`config.mk`:
```
export PLATFORM = sky130hd
export DESIGN_NAME = ddrc_core
export DESIGN_NICKNAME = d
export VERILOG_FILES = /design/src/ddrc_pkg.sv /design/src/ddrc_bank_mem.sv /design/src/ddrc_core.sv
export SDC_FILE = /design/constraint.sdc
export NUM_CORES = 1
export LEC_CHECK = 0
export ABC_AREA = 1
export ABC_CLOCK_PERIOD_IN_PS = 2000
export BUFFER_PORTS_ARGS = -buffer_cell sky130_fd_sc_hd__buf_2
export CORE_MARGIN = 2
export CORE_UTILIZATION = 56
export CTS_BUF_LIST = sky130_fd_sc_hd__clkbuf_4
export DETAILED_ROUTE_END_ITERATION = 8
export PLACE_DENSITY_LB_ADDON = 0.3
export SLEW_MARGIN = 0
export SYNTH_ARGS = -nofsm -noshare
export SYNTH_HDL_FRONTEND = slang
export SYNTH_SLANG_ARGS = --single-unit
export TNS_END_PERCENT = 20
```
`constraint.sdc`:
```
create_clock -name clk_sys -period 2 [get_ports clk_sys]
set_input_delay 0.3 -clock clk_sys [delete_from_list [all_inputs] [get_ports clk_sys]]
set_output_delay 0.3 -clock clk_sys [all_outputs]
set_load 0.1 [all_outputs]
```
`src/ddrc_pkg.sv`:
```
// package: command codes, bank count, timing constants and carriers for the command decoder
// How it works
// - chip select high or all strobes high: nothing registered, idle
// - row strobe alone low opens the row from the address lines in that bank
// - column strobe low with row strobe high starts a read burst or a write burst by write enable
// - column address is A0..Ai, organisation sets i, x4 adds line 11
// - line 10 sampled per access enables automatic precharge for that access only
// - automatic precharge closes the bank two cycles after the end of its burst
// - write enable alone low stops a read burst that has no automatic precharge
// - row strobe and write enable low close one bank, or all when line 10 high
// - row and column strobes low with write enable high refresh; clock enable low enters self refresh
// - refresh uses the internal counter and ignores address pins
// - in self refresh every input but clock enable is ignored
// - delay-locked loop off in self refresh; 200 cycles before a read
// - all strobes low load base or extended mode register by bank code
// - data mask high drops the write element, low writes it
// - closing a bank with no open row, or already closing, does nothing
package ddrc_pkg;
  localparam int BANKS      = 4;
  localparam int ROW_W      = 13;
  localparam int COL_W      = 12;
  localparam int APRE_BIT   = 10;
  localparam int X4_HI_BIT  = 11;
  localparam int COL_I_X16  = 8;
  localparam int COL_I_X8   = 9;
  localparam int CLK_NS     = 10;
  localparam int DLL_CYC    = 200;
  localparam int PRE_OFFSET = 2;
  localparam logic [1:0] MR_BASE = 2'h0;
  localparam logic [1:0] MR_EXT  = 2'h1;
  localparam logic [ROW_W-1:0] MR_RST = 13'h0000;

  typedef enum logic [1:0] {ORG_X4, ORG_X8, ORG_X16} ddrc_org_t;

  typedef enum logic [3:0] {
    CMD_IDLE, CMD_ROW_OPEN, CMD_READ, CMD_WRITE, CMD_BURST_STOP,
    CMD_ROW_CLOSE, CMD_REFRESH, CMD_SELF_ENTER, CMD_MODE_LOAD
  } ddrc_cmd_t;

  typedef struct packed {
    logic             csN;
    logic             rasN;
    logic             casN;
    logic             weN;
    logic             cke;
    logic [1:0]       bank;
    logic [ROW_W-1:0] addr;
  } ddrc_pins_t;

  typedef struct packed {
    ddrc_cmd_t        cmd;
    logic [1:0]       bank;
    logic [ROW_W-1:0] row;
    logic [COL_W-1:0] col;
    logic             autoPre;
    logic             allBanks;
  } ddrc_dec_t;
endpackage : ddrc_pkg

```
`src/ddrc_bank_mem.sv`:
```
// small memory holding the open row of each bank, registered read
module ddrc_bank_mem
  import ddrc_pkg::*;
#(
  parameter int DEPTH = BANKS,
  parameter int WIDTH = ROW_W
)(
  // clock
  input  wire logic                     clk_sys,
  // write port
  input  wire logic                     wrEn,
  input  wire logic [$clog2(DEPTH)-1:0] wrAddr,
  input  wire logic [WIDTH-1:0]         wrData,
  // read port
  input  wire logic [$clog2(DEPTH)-1:0] rdAddr,
  output logic      [WIDTH-1:0]         rdData
);
  logic [WIDTH-1:0] mem [DEPTH];

  always_ff @(posedge clk_sys)
  begin
    if (wrEn)
    begin
      mem[wrAddr] <= wrData;
    end
    rdData <= mem[rdAddr];
  end
endmodule : ddrc_bank_mem

```
`src/ddrc_core.sv`:
```
// command decoder, bank state, burst and refresh tracking of the memory device
module ddrc_core
  import ddrc_pkg::*;
#(
  parameter ddrc_org_t ORG   = ORG_X16,
  parameter int        BURST = 4,
  parameter int        CAS_L = 3
)(
  // clock and reset
  input  wire logic             clk_sys,
  input  wire logic             rstn,
  // command pins from the controller
  input  wire ddrc_pins_t       pins,
  // write data mask for the element in flight
  input  wire logic             wrMask,
  // decoded command, one cycle
  output ddrc_dec_t             dec,
  // per bank state
  output logic [BANKS-1:0]      bankOpen,
  output logic [ROW_W-1:0]      accessRow,
  // mode registers
  output logic [ROW_W-1:0]      modeBase,
  output logic [ROW_W-1:0]      modeExt,
  // refresh
  output logic [ROW_W+1:0]      refreshAddr,
  output logic                  refreshPulse,
  output logic                  selfRefresh,
  output logic                  dllOn,
  output logic                  dllLocked,
  // burst state
  output logic                  readActive,
  output logic                  writeActive,
  output logic                  arrayWrite
);
  localparam int BCYC = BURST / 2;
  localparam logic [7:0] DLL_CNT  = 8'(DLL_CYC);
  localparam logic [3:0] BURST_CNT = 4'(BCYC);
  localparam logic [3:0] PRE_CNT   = 4'(PRE_OFFSET);

  ddrc_dec_t decD;
  ddrc_dec_t decQ;
  logic [BANKS-1:0] openD, openQ, closingD, closingQ;
  logic [ROW_W-1:0] modeBaseD, modeBaseQ, modeExtD, modeExtQ;
  logic [ROW_W+1:0] refD, refQ;
  logic refPulseD, refPulseQ, selfD, selfQ;
  logic [7:0] dllCntD, dllCntQ;
  logic [3:0] burstCntD, burstCntQ, preCntD, preCntQ;
  logic rdD, rdQ, wrD, wrQ, apD, apQ;
  logic [1:0] burstBankD, burstBankQ, preBankD, preBankQ;
  logic arrayWrD, arrayWrQ;
  logic [COL_W-1:0] colSel;

  // column bits per organisation; line 10 is never part of it
  always_comb
  begin
    colSel = '0;
    case (ORG)
      ORG_X16: colSel[COL_I_X16:0] = pins.addr[COL_I_X16:0];
      ORG_X8:  colSel[COL_I_X8:0]  = pins.addr[COL_I_X8:0];
      default:
      begin
        colSel[COL_I_X8:0] = pins.addr[COL_I_X8:0];
        colSel[X4_HI_BIT]  = pins.addr[X4_HI_BIT];
      end
    endcase
  end

  // decode; self refresh masks all inputs but clock enable
  always_comb
  begin
    decD          = '0;
    decD.cmd      = CMD_IDLE;
    decD.bank     = pins.bank;
    decD.row      = pins.addr;
    decD.col      = colSel;
    decD.autoPre  = 1'b0;
    decD.allBanks = 1'b0;
    if (selfQ || pins.csN)
    begin
      decD.cmd = CMD_IDLE;
    end
    else if (!pins.rasN && pins.casN && pins.weN)
    begin
      decD.cmd = CMD_ROW_OPEN;
    end
    else if (pins.rasN && !pins.casN)
    begin
      decD.cmd     = pins.weN ? CMD_READ : CMD_WRITE;
      decD.autoPre = pins.addr[APRE_BIT];
    end
    else if (pins.rasN && pins.casN && !pins.weN)
    begin
      decD.cmd = CMD_BURST_STOP;
    end
    else if (!pins.rasN && pins.casN && !pins.weN)
    begin
      decD.cmd      = CMD_ROW_CLOSE;
      decD.allBanks = pins.addr[APRE_BIT];
    end
    else if (!pins.rasN && !pins.casN && pins.weN)
    begin
      decD.cmd = pins.cke ? CMD_REFRESH : CMD_SELF_ENTER;
    end
    else if (!pins.rasN && !pins.casN && !pins.weN)
    begin
      decD.cmd = CMD_MODE_LOAD;
    end
  end

  // bursts, auto precharge, bank and mode state
  always_comb
  begin
    openD      = openQ;
    closingD   = '0;
    modeBaseD  = modeBaseQ;
    modeExtD   = modeExtQ;
    burstCntD  = burstCntQ;
    rdD        = rdQ;
    wrD        = wrQ;
    apD        = apQ;
    burstBankD = burstBankQ;
    preCntD    = preCntQ;
    preBankD   = preBankQ;
    if (burstCntQ != 4'h0)
    begin
      burstCntD = burstCntQ - 4'h1;
      if (burstCntQ == 4'h1)
      begin
        rdD = 1'b0;
        wrD = 1'b0;
        if (apQ)
        begin
          preCntD  = PRE_CNT;
          preBankD = burstBankQ;
          apD      = 1'b0;
        end
      end
    end
    if (preCntQ != 4'h0)
    begin
      preCntD            = preCntQ - 4'h1;
      closingD[preBankQ] = 1'b1;
      if (preCntQ == 4'h1)
      begin
        openD[preBankQ] = 1'b0;
      end
    end
    case (decD.cmd)
      CMD_ROW_OPEN: openD[decD.bank] = 1'b1;
      CMD_READ, CMD_WRITE:
      begin
        burstCntD  = BURST_CNT;
        rdD        = (decD.cmd == CMD_READ);
        wrD        = (decD.cmd == CMD_WRITE);
        apD        = decD.autoPre;
        burstBankD = decD.bank;
      end
      CMD_BURST_STOP:
      begin
        if (rdQ && !apQ)
        begin
          burstCntD = 4'h0;
          rdD       = 1'b0;
        end
      end
      CMD_ROW_CLOSE:
      begin
        for (int b = 0; b < BANKS; b++)
        begin
          if ((decD.allBanks || decD.bank == 2'(b)) && !closingQ[b])
          begin
            openD[b] = 1'b0;
          end
        end
      end
      CMD_MODE_LOAD:
      begin
        if (decD.bank == MR_BASE)
        begin
          modeBaseD = decD.row;
        end
        else if (decD.bank == MR_EXT)
        begin
          modeExtD = decD.row;
        end
      end
      default: ;
    endcase
  end

  // refresh counter, self refresh and delay-locked loop
  always_comb
  begin
    refD      = refQ;
    refPulseD = 1'b0;
    selfD     = selfQ;
    dllCntD   = dllCntQ;
    if (decD.cmd == CMD_REFRESH || decD.cmd == CMD_SELF_ENTER)
    begin
      refD      = refQ + 15'h1;
      refPulseD = 1'b1;
    end
    if (decD.cmd == CMD_SELF_ENTER)
    begin
      selfD   = 1'b1;
      dllCntD = 8'h0;
    end
    else if (selfQ && pins.cke)
    begin
      selfD = 1'b0;
    end
    else if (!selfQ && dllCntQ != DLL_CNT)
    begin
      dllCntD = dllCntQ + 8'h1;
    end
  end

  assign arrayWrD = wrQ && !wrMask;

  always_ff @(posedge clk_sys or negedge rstn)
  begin
    if (!rstn)
    begin
      decQ       <= '0;
      openQ      <= '0;
      closingQ   <= '0;
      modeBaseQ  <= MR_RST;
      modeExtQ   <= MR_RST;
      refQ       <= '0;
      refPulseQ  <= 1'b0;
      selfQ      <= 1'b0;
      dllCntQ    <= 8'h0;
      burstCntQ  <= 4'h0;
      rdQ        <= 1'b0;
      wrQ        <= 1'b0;
      apQ        <= 1'b0;
      burstBankQ <= 2'h0;
      preCntQ    <= 4'h0;
      preBankQ   <= 2'h0;
      arrayWrQ   <= 1'b0;
    end
    else
    begin
      decQ       <= decD;
      openQ      <= openD;
      closingQ   <= closingD;
      modeBaseQ  <= modeBaseD;
      modeExtQ   <= modeExtD;
      refQ       <= refD;
      refPulseQ  <= refPulseD;
      selfQ      <= selfD;
      dllCntQ    <= dllCntD;
      burstCntQ  <= burstCntD;
      rdQ        <= rdD;
      wrQ        <= wrD;
      apQ        <= apD;
      burstBankQ <= burstBankD;
      preCntQ    <= preCntD;
      preBankQ   <= preBankD;
      arrayWrQ   <= arrayWrD;
    end
  end

  // open row per bank, written on row open, read at access
  ddrc_bank_mem #(.DEPTH(BANKS), .WIDTH(ROW_W)) uRows (
    .clk_sys (clk_sys),
    .wrEn    (decD.cmd == CMD_ROW_OPEN),
    .wrAddr  (decD.bank),
    .wrData  (decD.row),
    .rdAddr  (decD.bank),
    .rdData  (accessRow)
  );

  assign dec          = decQ;
  assign bankOpen     = openQ;
  assign modeBase     = modeBaseQ;
  assign modeExt      = modeExtQ;
  assign refreshAddr  = refQ;
  assign refreshPulse = refPulseQ;
  assign selfRefresh  = selfQ;
  assign dllOn        = !selfQ;
  assign dllLocked    = !selfQ && (dllCntQ == DLL_CNT);
  assign readActive   = rdQ;
  assign writeActive  = wrQ;
  assign arrayWrite   = arrayWrQ;
endmodule : ddrc_core

```
==> Word-level counts from Yosys, hierarchy flattened <==
Memories as Yosys holds them, arrays and structs flattened. A register that Yosys moved wholly into a read port is not among the register bits.
Cells that the tools add are included.
{ "word_totals": {"register_bits": 105, "mem_bits_rw": 52, "out_inout_bits": 98, "word_cells": 154, "memories": 1} }
{ "memory_table": {"columns": ["name", "depth", "word_bits", "rd", "rd_ports_with_merged_regs", "wr", "line", "source"], "rows": [
  ["uRows.mem", 4, 13, 1, 1, 1, "ddrc_bank_mem.sv:18", "logic [WIDTH-1:0] mem [DEPTH];"]
]} }
{ "classes": {"addsub": 4, "n_lt_le_gt_ge": 4, "n_eq_ne": 16, "muxes": 50, "n_bitwise": 4, "reduce_logical": 53} }
{ "ops": {"columns": ["op", "n"], "rows": [
  ["$mux W4", 16],
  ["$mux W1", 24],
  ["$mux W8", 3],
  ["$logic_and A1 B1 Y1", 20],
  ["$eq A4 B3 Y1 const B", 4],
  ["$pmux W4 S2", 2],
  ["$add A15 B1 Y15 const B", 1],
  ["$reduce_bool A2 Y1", 7],
  ["$eq A4 B1 Y1 const B", 3],
  ["$logic_not A1 Y1", 10],
  ["$reduce_and A3 Y1", 3],
  ["$add A8 B1 Y8 const B", 1],
  ["$eq A4 B2 Y1 const B", 2],
  ["$eq A8 B8 Y1 const B", 1],
  ["$ne A8 B8 Y1 const B", 1],
  ["$reduce_bool A4 Y1", 2],
  ["$sub A4 B1 Y4 const B", 2],
  ["$logic_or A1 B1 Y1", 6],
  ["$lt A2 B3 Y1 const B", 2],
  ["$reduce_and A2 Y1", 3],
  ["$and A4 B4 Y4", 1],
  ["$demux W1 S2", 2],
  ["$eq A2 B2 Y1 const B", 2],
  ["$eq A4 B4 Y1 const B", 1],
  ["10 further kinds", 12]
]} }

==> Depth between registers and ports, before layout <==
{ "depth": {"depth_word": 14, "mapped_depth": 10} }

==> Modules after synthesis <==
From an unflattened synthesis, not the netlist that was laid out.
{ "unflattened": {"hier_cells": 721, "hier_area_um2": 6917.9} }
{ "by_module_without_submodules": {"columns": ["module", "instances", "cells_each", "area_each_um2", "seq_area_each_um2"], "rows": [
  ["ddrc_core", 1, 497, 4400.5, 2402.3],
  ["ddrc_bank_mem", 1, 224, 2517.4, 1821.7]
]} }

==> Worst setup path after synthesis <==
OpenSTA, ideal clock, no wires.
{ "synth_path": {"path_type": "register -> output", "start": "reg dllCntQ[0]", "end": "out dllLocked", "t_arrival_ns": 2.242, "setup_slack_ns": -0.542, "stages_incl_launch_ff": 8, "path_buffers": 1, "cell_sequence": "dfrtp_1 inv_1 ha_1 inv_1 nor2_1 nand2_1 buf_2 nor2_1"} }
{ "synth_between": {"elab_chain_cells": 2} }
{ "synth_rtl": {"columns": ["element", "line", "source"], "rows": [
  ["start: declaration", "ddrc_core.sv:46", "logic [7:0] dllCntD, dllCntQ;"],
  ["start signal: assignment", "ddrc_core.sv:252", "dllCntQ <= dllCntD;"],
  ["$eq A8 B8 Y1", "ddrc_core.sv:282", "assign dllLocked = !selfQ && (dllCntQ == DLL_CNT);"],
  ["$logic_and A1 B1 Y1", "ddrc_core.sv:282", null],
  ["end: declaration", "ddrc_core.sv:29", "output logic dllLocked,"]
]} }
No other way between the ends.

==> Final worst setup path <==
{ "layout_path": {"start": "reg dllCntQ[1]", "end": "out dllLocked"} }
The elaborated chain is that of the path after synthesis.

==> summary.txt <==
Switch share: 46.2%
Setup violators final: 0
Pin count of the biggest net entering global routing: 48
Final nets: 799
Pleak: 3.89 nW
Final hold vios: 0
Total track usage: 22.4%
Clock transition at the registers of the reported paths: 130 ps
Post-synth top area cell: dfrtp_1
Layout Cells excl Fill: 925
GPL Wtd Cong: 0.829
Final worst slack: 53.9 ps
Min-delay worst type: in2reg
RSZ-0062 raised after global routing: yes
Critical path startpoint category: flip-flop
Crit Path Max Fanout: 2
Unique masters post-synth: 33
Total congestion overflow: 0
Global-route wire length before repair: 22.0 mm
Num CTS Buffers: 17
Wire per inst: 14.3 um
Worst slew pin tran: 499 ps
DRC viols: 0
Fmax: 514 MHz
Top FF cell, synth: dfrtp_1
Mapped Area: 0.00657 mm^2
WP data required: 1700 ps
Relative max-transition margin: 66.7%
H-tree levels: 4
DR iter-0 viols: 343
Max cap viols: 0
Fin crit period: 1950 ps
Routed WL: 13.2 mm
Setup WS pre-CTS: 348 ps
Fraction of registers with async set or reset after synthesis: 59.6%
CTS tree: built
Flop pwr share: 43.8%
Endpoint class of the critical path: primary output
Max VDD drop: 0.976 mV
DR pass1 iterations: 4
Post-synth EDFFs: 52
Skew-Pair Late Insertion Delay: 540 ps
Combinational Power Share: 38.4%
Initial Util: 57.6%
Number of global-route vias before repair: 4,585
Worst setup path class: reg2out
Gate Count Post-Synth: 617
Synth top cells by count: nand2_1, dfrtp_1, inv_1
Cell Rows: 39
Initial antenna violation count: 0
Final HPWL DP: 9.39 mm
Die Span Y: 112 um
Sequential fraction of the synthesis area: 64.3%
Crit path DAT: 1650 ps
Core ar.: 0.0114 mm^2
Total power: 0.00960 W
Clock root cell: clkbuf_4
P per Cell Area: 1230 mW/mm^2
Slew Limit Fails: 0
Die Width: 112 um
Clk pwr share: 17.8%
Routed Antenna Nets: 0
Max clock buf depth: 2
Die ar.: 0.0126 mm^2
Yosys reg bits: 161
I/O Buffers: 117
Area Overhead vs Synth: 18.7%
Net load switching power: 0.00444 W
Post-route clock period utilization: 97.3%
Io pins: 121
Finished Core Util: 68.3%
Placed Instances: 868
Clock sinks: 161
Synth top area share: 36.6%
Synth warnings: 0
Share of layout cells above drive strength 1: 28.5%
Count leader, synth: nand2_1
Ant. Diodes: 0
Top post-synthesis cells by area: dfrtp_1, edfxtp_1, nand2_1
Post-synthesis average cell area: 10.7 um^2
Status: completed
DR vias: 4,685
Cell Int Power: 0.00517 W
Worst Skew: 22.4 ps
DR vias/cell: 5.06
## stage by stage
step,area (um^2),setup TNS (ps),hold WS (ps)
2_1_floorplan,6590,0,4.41
3_3_place_gp,7300,0,288
3_5_place_dp,7300,0,295
4_1_cts,7760,-36.9,49.5
5_1_grt,7800,-67.3,60.8
6_report,7800,0,123
## logic make-up (layout without fill, tap and decap cells)
family	Yosys count	count (layout)	share of synthesized area, %
compound gates	72	72	7.79
fa+ha+maj	7	7	1.33
mux	1	1	0.171
flops	161	161	64.3
simple gates	259	259	17.7
other cells	1	3	0.0571
xor+xnor	9	9	1.20
buf+inv	107	270	7.50
## final cells by class
class / instances / area, um^2
clock buffer: 17 / 128
clock inverter: 15 / 124
fill: 903 / 3610
inverter: 83 / 312
multi-input combinational: 351 / 1890
sequential: 161 / 4230
tap: 143 / 179
timing repair buffer: 155 / 946
## sequential cells by signal, indices dropped and copies added (netlist names)
register      flops
uRows.mem        52
dec              21
refreshAddr      15
modeBase         13
modeExt          13
uRows.rdData     13
dllCntQ           8
bankOpen          4
burstCntQ         4
closingQ          4
preCntQ           4
burstBankQ        2
preBankQ          2
apQ               1
arrayWrite        1
readActive        1
refreshPulse      1
selfRefresh       1
writeActive       1
## routing by layer
metal	global-route usage (%)	wire length [um]	vias up
met2	35.5	6330	128
met3	6.53	859	11
met5	0	0	-
met4	7.07	104	0
li1	-	-	2305
met1	30.3	5930	2241
## power groups by stage
stage	sequential, W	combinational [W]	clock (W)
2_1_floorplan	0.00603	0.00112	0
5_1_grt	0.00428	0.00395	0.00191
3_3_place_gp	0.00425	0.00346	0
4_1_cts	0.00420	0.00362	0.00177
6_report	0.00421	0.00368	0.00171
3_5_place_dp	0.00427	0.00355	0
## critical path: stages (launching register included)
cell and delay [ps]:
dfrtp_1 410, inv_2 80, ha_4 130, inv_2 30, nor2_2 80, nand2_2 80
nor2_4 130, buf_12 180
## cells in the final DEF (no fill, tap or decap), types with 3 or more instances in the layout
cell           netlist  layout
a22oi_1             23      23
nand2_2              2       3
clkinv_4             0       5
dfxtp_1             13      13
nor2_2               4       6
inv_1               80      76
buf_4               12      20
nand3_1             26      26
clkbuf_4             0      17
xnor2_1              3       3
nor3_1               9       9
conb_1               1       3
dlygate4sd3_1        0      18
edfxtp_1            52      52
ha_1                 7       6
inv_2                3       7
o21ai_2             24      24
nand4_1             12      12
nor2_4               4       5
a21oi_1              7       7
o21ai_1              5       5
dfrtp_1             96      95
inv_6                0       7
nor2_1              51      48
buf_2                6     115
nand2_4              4       4
o21ai_0             12      12
nand2_1            142     141
xor2_1               6       6
## what timing repair did
| action | 4_1_cts | 5_1_grt |
|---|---|---|
| hold buffers | 18 | 0 |
| buffers inserted | 3 | 4 |
| setup endpoints to repair | 1 | 1 |
| gates resized for setup | 1 | 8 |
| endpoints found under the hold margin | 97 | 0 |
| pin swaps | 1 | 3 |
## worst paths after layout
kind | to | startpoint | slack, ps | cells after the start
worst max register to register | uRows.mem[3][12] | selfRefresh | 390 | 5
worst max-delay path | dllLocked | dllCntQ[1] | 50 | 7
worst min register to register | uRows.rdData[7] | uRows.mem[2][7] | 480 | 2
min in group asynchronous | refreshAddr[0] | rstn | 230 | 2
worst min-delay path | dec[30] | pins[17] | 120 | 2
max in group asynchronous | selfRefresh | rstn | 1100 | 3
No activity file was read; power rests on OpenSTA's default activity.
